### config.mk
export PLATFORM = sky130hd
export DESIGN_NAME = sfp_pointer_program
export DESIGN_NICKNAME = d
export VERILOG_FILES = /design/src/hw/sfp_pkg.sv /design/src/hw/sfp_pointer_program.sv
export SDC_FILE = /design/constraint.sdc
export NUM_CORES = 1
export LEC_CHECK = 0
export BUFFER_PORTS_ARGS = -buffer_cell sky130_fd_sc_hd__clkbuf_2
export CAP_MARGIN = 20
export CORE_MARGIN = 2
export CORE_UTILIZATION = 60
export DETAILED_ROUTE_END_ITERATION = 10
export GPL_TIMING_DRIVEN = 0
export PLACE_DENSITY = 0.77
export SETUP_SLACK_MARGIN = 0.3
export SYNTH_ARGS = -nofsm -noshare
export SYNTH_HDL_FRONTEND = slang
export SYNTH_SLANG_ARGS = --single-unit
### constraint.sdc
create_clock -name pclk -period 6.22 [get_ports pclk]
set_input_delay 1.244 -clock pclk [delete_from_list [all_inputs] [get_ports pclk]]
set_output_delay 1.244 -clock pclk [all_outputs]
set_load 0.005 [all_outputs]
### src/hw/sfp_pkg.sv
package sfp_pkg;

  // Register byte offsets.
  localparam logic [11:0] OFF_PTR12     = 12'h000;
  localparam logic [11:0] OFF_PTR13     = 12'h004;
  localparam logic [11:0] OFF_PTR14     = 12'h008;
  localparam logic [11:0] OFF_PTR15     = 12'h00c;
  localparam logic [11:0] OFF_VALID_LO  = 12'h010;
  localparam logic [11:0] OFF_VALID_HI  = 12'h014;
  localparam logic [11:0] OFF_DIR_LO    = 12'h018;
  localparam logic [11:0] OFF_SEL_LO    = 12'h01c;
  localparam logic [11:0] OFF_SEL_HI    = 12'h020;
  localparam logic [11:0] OFF_CTRL      = 12'h024;
  localparam logic [11:0] OFF_WORK_BASE = 12'h028;

  // Field positions.
  localparam int LINE_MSB     = 14;
  localparam int LINE_LSB     = 13;
  localparam int INIT_MSB     = 12;
  localparam int PTR_MSB      = 14;
  localparam int FLAG_MSB     = 15;
  localparam int CTRL_COMBINE = 0;
  localparam int CTRL_STEP_LSB = 8;
  localparam int CTRL_STEP_MSB = 11;

  // Pointers held here are numbers 12 to 15.
  localparam logic [1:0] LOCAL_PTR_TOP = 2'h3;
  localparam int         NUM_LOCAL     = 4;
  localparam int         NUM_ENTRIES   = 16;

  // Values after reset.
  localparam logic [14:0] RST_PTR   = 15'h0000;
  localparam logic [15:0] RST_FLAGS = 16'h0000;
  localparam logic [3:0]  RST_SEL   = 4'h0;
  localparam logic [3:0]  RST_STEP  = 4'h0;
  localparam logic [12:0] RST_WORK  = 13'h0000;

endpackage

### src/hw/sfp_pointer_program.sv
`timescale 1ns/100ps
module sfp_pointer_program (
  // Clock and reset.
  input  wire logic        pclk,
  input  wire logic        presetn,
  // APB slave.
  input  wire logic        psel,
  input  wire logic        penable,
  input  wire logic        pwrite,
  input  wire logic [11:0] paddr,
  input  wire logic [31:0] pwdata,
  input  wire logic [3:0]  pstrb,
  output logic      [31:0] prdata,
  output logic             pready,
  output logic             pslverr,
  // Pixel program steps.
  input  wire logic        pix_stb,
  input  wire logic [4:0]  pix_entry,
  input  wire logic [3:0]  pix_upper_sel,
  input  wire logic        pix_upper_dir,
  input  wire logic        line_start,
  // Formatted pixel output.
  output logic             out_valid,
  output logic      [12:0] out_addr,
  output logic      [1:0]  out_line,
  output logic      [3:0]  out_ptr,
  output logic             out_local
);

  function automatic logic hit(input logic [11:0] a, input logic [11:0] off);
    hit = (a[11:2] == off[11:2]);
  endfunction

  function automatic logic [31:0] merge(input logic [31:0] old_v,
                                        input logic [31:0] new_v,
                                        input logic [3:0]  strb);
    logic [31:0] r;
    r = old_v;
    for (int b = 0; b < 4; b++) begin
      if (strb[b]) begin
        r[8*b +: 8] = new_v[8*b +: 8];
      end
    end
    merge = r;
  endfunction

  // Register storage.
  logic [14:0] ptr_reg   [sfp_pkg::NUM_LOCAL];
  logic [14:0] ptr_next  [sfp_pkg::NUM_LOCAL];
  logic [3:0]  sel_reg   [sfp_pkg::NUM_ENTRIES];
  logic [3:0]  sel_next  [sfp_pkg::NUM_ENTRIES];
  logic [15:0] vf_lo_reg;
  logic [15:0] vf_lo_next;
  logic [15:0] vf_hi_reg;
  logic [15:0] vf_hi_next;
  logic [15:0] dir_reg;
  logic [15:0] dir_next;
  logic        combine_reg;
  logic        combine_next;
  logic [3:0]  step_reg;
  logic [3:0]  step_next;
  logic [31:0] prdata_reg;
  logic [31:0] prdata_next;
  logic        pready_reg;
  logic        pready_next;
  logic        pslverr_reg;
  logic        pslverr_next;

  // Pixel path storage.
  logic [12:0] work_reg  [sfp_pkg::NUM_LOCAL];
  logic [12:0] work_next [sfp_pkg::NUM_LOCAL];
  logic        out_valid_reg;
  logic        out_valid_next;
  logic [12:0] out_addr_reg;
  logic [12:0] out_addr_next;
  logic [1:0]  out_line_reg;
  logic [1:0]  out_line_next;
  logic [3:0]  out_ptr_reg;
  logic [3:0]  out_ptr_next;
  logic        out_local_reg;
  logic        out_local_next;

  // Decoded pixel step.
  logic        done;
  logic        mapped;
  logic [3:0]  ptr_wr;
  logic        cur_flag;
  logic        cur_dir;
  logic [3:0]  cur_sel;
  logic        cur_local;
  logic [1:0]  cur_idx;
  logic [12:0] cur_addr;
  logic [1:0]  cur_tag;
  logic        step_en;

  // Access completes at the second access-phase edge.
  assign done = psel && penable && pready_reg;

  always_comb begin
    mapped = 1'b0;
    for (int i = 0; i < sfp_pkg::NUM_LOCAL; i++) begin
      if (hit(paddr, sfp_pkg::OFF_WORK_BASE + 12'(4 * i))) begin
        mapped = 1'b1;
      end
    end
    if (hit(paddr, sfp_pkg::OFF_PTR12) || hit(paddr, sfp_pkg::OFF_PTR13) ||
        hit(paddr, sfp_pkg::OFF_PTR14) || hit(paddr, sfp_pkg::OFF_PTR15) ||
        hit(paddr, sfp_pkg::OFF_VALID_LO) || hit(paddr, sfp_pkg::OFF_VALID_HI) ||
        hit(paddr, sfp_pkg::OFF_DIR_LO) || hit(paddr, sfp_pkg::OFF_SEL_LO) ||
        hit(paddr, sfp_pkg::OFF_SEL_HI) || hit(paddr, sfp_pkg::OFF_CTRL)) begin
      mapped = 1'b1;
    end
  end

  // Register bus next values.
  always_comb begin
    logic [31:0] m;
    logic [31:0] selw;
    m            = 32'h0000_0000;
    selw         = 32'h0000_0000;
    vf_lo_next   = vf_lo_reg;
    vf_hi_next   = vf_hi_reg;
    dir_next     = dir_reg;
    combine_next = combine_reg;
    step_next    = step_reg;
    ptr_wr       = 4'h0;
    for (int i = 0; i < sfp_pkg::NUM_LOCAL; i++) begin
      ptr_next[i] = ptr_reg[i];
    end
    for (int e = 0; e < sfp_pkg::NUM_ENTRIES; e++) begin
      sel_next[e] = sel_reg[e];
    end
    if (done && pwrite) begin
      for (int i = 0; i < sfp_pkg::NUM_LOCAL; i++) begin
        if (hit(paddr, sfp_pkg::OFF_PTR12 + 12'(4 * i))) begin
          m           = merge({17'h00000, ptr_reg[i]}, pwdata, pstrb);
          ptr_next[i] = m[sfp_pkg::PTR_MSB:0];
          ptr_wr[i]   = 1'b1;
        end
      end
      if (hit(paddr, sfp_pkg::OFF_VALID_LO)) begin
        m          = merge({16'h0000, vf_lo_reg}, pwdata, pstrb);
        vf_lo_next = m[sfp_pkg::FLAG_MSB:0];
      end
      if (hit(paddr, sfp_pkg::OFF_VALID_HI)) begin
        m          = merge({16'h0000, vf_hi_reg}, pwdata, pstrb);
        vf_hi_next = m[sfp_pkg::FLAG_MSB:0];
      end
      if (hit(paddr, sfp_pkg::OFF_DIR_LO)) begin
        m        = merge({16'h0000, dir_reg}, pwdata, pstrb);
        dir_next = m[sfp_pkg::FLAG_MSB:0];
      end
      for (int h = 0; h < 2; h++) begin
        if (hit(paddr, sfp_pkg::OFF_SEL_LO + 12'(4 * h))) begin
          for (int k = 0; k < 8; k++) begin
            selw[4*k +: 4] = sel_reg[8*h + k];
          end
          m = merge(selw, pwdata, pstrb);
          for (int k = 0; k < 8; k++) begin
            sel_next[8*h + k] = m[4*k +: 4];
          end
        end
      end
      if (hit(paddr, sfp_pkg::OFF_CTRL)) begin
        m            = merge({20'h00000, step_reg, 7'h00, combine_reg}, pwdata, pstrb);
        combine_next = m[sfp_pkg::CTRL_COMBINE];
        step_next    = m[sfp_pkg::CTRL_STEP_MSB:sfp_pkg::CTRL_STEP_LSB];
      end
    end
  end

  // Read data and completion are prepared one edge ahead of the completing edge.
  always_comb begin
    pready_next  = psel && penable && !pready_reg;
    pslverr_next = pready_next && !mapped;
    prdata_next  = 32'h0000_0000;
    if (pready_next && !pwrite) begin
      for (int i = 0; i < sfp_pkg::NUM_LOCAL; i++) begin
        if (hit(paddr, sfp_pkg::OFF_PTR12 + 12'(4 * i))) begin
          prdata_next = {17'h00000, ptr_reg[i]};
        end
        if (hit(paddr, sfp_pkg::OFF_WORK_BASE + 12'(4 * i))) begin
          prdata_next = {19'h00000, work_reg[i]};
        end
      end
      for (int h = 0; h < 2; h++) begin
        if (hit(paddr, sfp_pkg::OFF_SEL_LO + 12'(4 * h))) begin
          for (int k = 0; k < 8; k++) begin
            prdata_next[4*k +: 4] = sel_reg[8*h + k];
          end
        end
      end
      if (hit(paddr, sfp_pkg::OFF_VALID_LO)) begin
        prdata_next = {16'h0000, vf_lo_reg};
      end
      if (hit(paddr, sfp_pkg::OFF_VALID_HI)) begin
        prdata_next = {16'h0000, vf_hi_reg};
      end
      if (hit(paddr, sfp_pkg::OFF_DIR_LO)) begin
        prdata_next = {16'h0000, dir_reg};
      end
      if (hit(paddr, sfp_pkg::OFF_CTRL)) begin
        prdata_next = {20'h00000, step_reg, 7'h00, combine_reg};
      end
    end
  end

  always_ff @(posedge pclk or negedge presetn) begin
    if (!presetn) begin
      for (int i = 0; i < sfp_pkg::NUM_LOCAL; i++) begin
        ptr_reg[i] <= sfp_pkg::RST_PTR;
      end
      for (int e = 0; e < sfp_pkg::NUM_ENTRIES; e++) begin
        sel_reg[e] <= sfp_pkg::RST_SEL;
      end
      vf_lo_reg   <= sfp_pkg::RST_FLAGS;
      vf_hi_reg   <= sfp_pkg::RST_FLAGS;
      dir_reg     <= sfp_pkg::RST_FLAGS;
      combine_reg <= 1'b0;
      step_reg    <= sfp_pkg::RST_STEP;
      prdata_reg  <= 32'h0000_0000;
      pready_reg  <= 1'b0;
      pslverr_reg <= 1'b0;
    end else begin
      ptr_reg     <= ptr_next;
      sel_reg     <= sel_next;
      vf_lo_reg   <= vf_lo_next;
      vf_hi_reg   <= vf_hi_next;
      dir_reg     <= dir_next;
      combine_reg <= combine_next;
      step_reg    <= step_next;
      prdata_reg  <= prdata_next;
      pready_reg  <= pready_next;
      pslverr_reg <= pslverr_next;
    end
  end

  // Decode the current program entry.
  always_comb begin
    cur_flag  = pix_entry[4] ? vf_hi_reg[pix_entry[3:0]] : vf_lo_reg[pix_entry[3:0]];
    cur_dir   = pix_entry[4] ? pix_upper_dir : dir_reg[pix_entry[3:0]];
    cur_sel   = pix_entry[4] ? pix_upper_sel : sel_reg[pix_entry[3:0]];
    cur_local = (cur_sel[3:2] == sfp_pkg::LOCAL_PTR_TOP);
    cur_idx   = cur_sel[1:0];
    cur_addr  = work_reg[cur_idx];
    cur_tag   = ptr_reg[cur_idx][sfp_pkg::LINE_MSB:sfp_pkg::LINE_LSB];
    step_en   = pix_stb && cur_flag && cur_local;
  end

  // Pixel path next values; a reload wins over a step.
  always_comb begin
    out_valid_next = pix_stb && cur_flag;
    out_ptr_next   = cur_sel;
    out_local_next = cur_local;
    out_addr_next  = cur_local ? cur_addr : 13'h0000;
    out_line_next  = (cur_local && !combine_reg) ? cur_tag : 2'h0;
    for (int i = 0; i < sfp_pkg::NUM_LOCAL; i++) begin
      work_next[i] = work_reg[i];
      if (line_start || ptr_wr[i]) begin
        work_next[i] = ptr_next[i][sfp_pkg::INIT_MSB:0];
      end else if (step_en && (cur_idx == 2'(i))) begin
        if (cur_dir) begin
          work_next[i] = work_reg[i] - 13'(step_reg);
        end else begin
          work_next[i] = work_reg[i] + 13'(step_reg);
        end
      end
    end
  end

  always_ff @(posedge pclk or negedge presetn) begin
    if (!presetn) begin
      for (int i = 0; i < sfp_pkg::NUM_LOCAL; i++) begin
        work_reg[i] <= sfp_pkg::RST_WORK;
      end
      out_valid_reg <= 1'b0;
      out_addr_reg  <= 13'h0000;
      out_line_reg  <= 2'h0;
      out_ptr_reg   <= 4'h0;
      out_local_reg <= 1'b0;
    end else begin
      work_reg      <= work_next;
      out_valid_reg <= out_valid_next;
      out_addr_reg  <= out_addr_next;
      out_line_reg  <= out_line_next;
      out_ptr_reg   <= out_ptr_next;
      out_local_reg <= out_local_next;
    end
  end

  assign prdata    = prdata_reg;
  assign pready    = pready_reg;
  assign pslverr   = pslverr_reg;
  assign out_valid = out_valid_reg;
  assign out_addr  = out_addr_reg;
  assign out_line  = out_line_reg;
  assign out_ptr   = out_ptr_reg;
  assign out_local = out_local_reg;

  // Checks.
  logic first_reg;
  always_ff @(posedge pclk or negedge presetn) begin
    if (!presetn) begin
      first_reg <= 1'b1;
    end else begin
      first_reg <= 1'b0;
    end
  end
endmodule

==> impl_metrics.ini <==
[outcome]
status = complete, no violations

[cells_and_area]
syn2layout_area_growth_pct = 12.76
design_area_um2 = 17820
drive_above_1_share_pct = 25.85
fin_nets = 1690
final_core_util_pct = 68.57
largest_reg_flops = 64
stdcell_count = 1930

[power]
leakage_nw = 8.359
ir_worst_vdd_v = 0.0002221
p_total_mw = 4.149
pwr_density_cell_nw_per_um2 = 232.9

[cts]
post_cts_buffers = 0
cts-root-buf = clkbuf_16
numCtsBuffers = 30
worst_skew_pair.late_latency_ps = 570
clkSinkCount = 284
cts_max_level = 1
cts_tree = done
ctsHoldBuffers = 0
clockBufferDepth = 3
path_clk_slew_ps = 60
cts-resized-gates = 0

[placed_design]
gp_congestion = 1.024
dp_cells = 1873
hpwl_um = 39140
dp_slack_ps = 145.9
placed_area_um2 = 16850
io_buffers = 108

[synth]
yosysSeqAreaShare_pct = 44.97
syn_area_um2 = 15800
synth_top_area_share_pct = 44.97
synth-edff-count = 0
synth_nets = 1545
ys_warn_count = 0
syn_inst = 1426
synth_cell_types = 77
synth_area_leaders = dfrtp_1 45%, mux2_2 13%, ha_1 4.0%, nor2_1 3.4%, mux4_2 3.4%
ys_seq_elements = 284
synthFlopType = dfrtp_1
async_reset_ff_share_pct = 100.0
synth.largest_area_cell = dfrtp_1
synth_area_per_cell_um2 = 11.08

[setup_path]
critical_path.top_delay_family = multiplexers
cp_cell_sequence = clkbuf_1, mux4_1, mux4_2, mux2i_4, nor2_1, a21oi_1, buf_4, ha_1, nor2b_1, o21a_1, o21ai_0, a2111oi_0, or4_1, nand3_1, or3b_1, a31oi_1
cp.required_ps = 6700
arrival_ps = 6070
slowest_delay_ps = 560
rrSetupSlack_ps = 1290
critical_path_class = primary input to flip-flop
r2r_start = dir_reg[3]$_DFFE_PN0P_
setup.worst_path.end_class = flip-flop
r2r-end = work_reg[50]$_DFFE_PN0P_
rr_worst_depth = 15
path_buf_inv = 2
start_kind = primary input
slowest_stage = or4_1
critPathMaxFanout = 8
cp.depth = 16

[grt]
grt_max_degree = 106
grtUsageTotal_pct = 38.83
antenna_found_initial = 1
grt_use_met3_pct = 7.650
use_met1_pct = 50.77
grt_pass1_wl_um = 81510
grt_pass1_vias = 13320
grt-busiest-layer = met2
grt_overflow_total = 0
grt_use_met2_pct = 60.80

[floorplanning]
die_area_um2 = 27650
io_pins = 120
initial_core_util_pct = 60.81
die_height_um = 166.3
coreArea_um2 = 25980
rows = 59
die_w_um = 166.3

[timing]
hold_violations = 0
max_freq_ghz = 0.1789
fin_setup_tns_ps = 0
clock_skew_ps = 18.53
worst_pin_slew_ps = 1283
period_share_pct = 89.87
slew_headroom_pct = 14.18
hold_slack_ps = 529.6
setup_slack_ps = 629.9
maxSlewViolCount = 0
setup_viol = 0
min_period_ps = 5590
rsz0062_at_grt = false

[routing]
vias = 13510
drt_iter0_markers = 1771
wl_um = 53980
wl_per_cell_um = 27.97
firstDrtPassIters = 6
final_antenna_net_count = 0
drc_errors = 0
via_per_inst = 7.002

[worst_hold_path]
min_from = ptr_reg[49]$_DFF_PN0_
hold_class = flip-flop to flip-flop
hold_end = ptr_reg[49]$_DFF_PN0_
holdPathStages = 1

[run]
max_cap_violations = 0
[metal layers]
layer  vias up  wire length, µm  share of wire [%]
met5         -                0                  0
met4         0             3858                7.1
met3       232             5447                 10
met2       927            24580                 46
met1      6678            20100                 37
li1       5677                -                  -
[worst max-delay path by stage]
stage | end | startpoint | slack, ps
6_report | work_reg[50]$_DFFE_PN0P_ | pix_entry[2] | 630
3_5_place_dp | work_reg[50]$_DFFE_PN0P_ | pix_entry[2] | 150
3_3_place_gp | work_reg[37]$_DFFE_PN0P_ | presetn | -1900
5_1_grt | work_reg[50]$_DFFE_PN0P_ | pix_entry[2] | 380
4_1_cts | work_reg[50]$_DFFE_PN0P_ | pix_entry[2] | 710
2_1_floorplan | work_reg[50]$_DFFE_PN0P_ | pix_entry[1] | 830
[kinds of logic (layout without fill, tap and decap cells)]
| kind of cell | Yosys count | in the layout | share of synthesized area [%] |
|---|---|---|---|
| compound gates | 337 | 337 | 14.65 |
| xor+xnor | 37 | 37 | 2.051 |
| fa+ha+maj | 54 | 54 | 4.466 |
| buf+inv | 80 | 248 | 2.201 |
| flops | 284 | 284 | 44.97 |
| mux | 258 | 258 | 20.49 |
| other cells | 0 | 1 | 0 |
| simple gates | 376 | 376 | 11.17 |
[Yosys cell counts, drive strengths merged, types with 24 or more instances]
| library cell | number |
|---|---|
| a211oi | 33 |
| a21oi | 100 |
| a22oi | 50 |
| clkbuf | 42 |
| dfrtp | 284 |
| ha | 50 |
| mux2 | 186 |
| mux2i | 42 |
| mux4 | 30 |
| nand2 | 92 |
| nand3 | 24 |
| nor2 | 147 |
| nor3 | 31 |
| o21ai | 26 |
| xnor2 | 28 |
[power breakdown]
group	internal (mW)	leakage [nW]	switching, mW
registers	1.88	3.87	0.0471
logic	0.173	4.02	0.301
clock network	0.989	0.466	0.761
[placed cells by master, fill, tap and decap left out, types with 24 or more instances in the layout]
cell type / count
nor2_1: 145
clkbuf_2: 108
o21ai_0: 25
mux4_2: 24
nand2_1: 91
nor3_1: 29
a211oi_1: 33
a21oi_1: 99
mux2_2: 186
clkbuf_16: 30
a22oi_1: 50
ha_1: 50
xnor2_1: 28
clkbuf_1: 48
dfrtp_1: 284
mux2i_1: 40
[cell type report]
class	count	area (µm²)
inverters	18	67.56
fillers	1966	8167
plain buffers	62	280.3
flip-flops and latches	284	7107
multi-input cells	1062	8356
repair buffers	113	624.3
clock inverters	14	120.1
diodes	1	2.502
well taps	335	419.2
clock buffers	41	842.1
[worst reg2reg max path, stage by stage (launching register included)]
cell	delay, ps
dfrtp_1	410
mux4_1	570
mux4_2	520
mux2i_4	350
nor2_1	80
a21oi_1	380
buf_4	290
ha_1	260
nor2b_1	130
o21a_1	190
o21ai_0	290
a2111oi_0	230
or4_1	560
nand3_1	100
or3b_1	340
a31oi_1	160
Note: power is estimated with default switching activity, not from simulation.
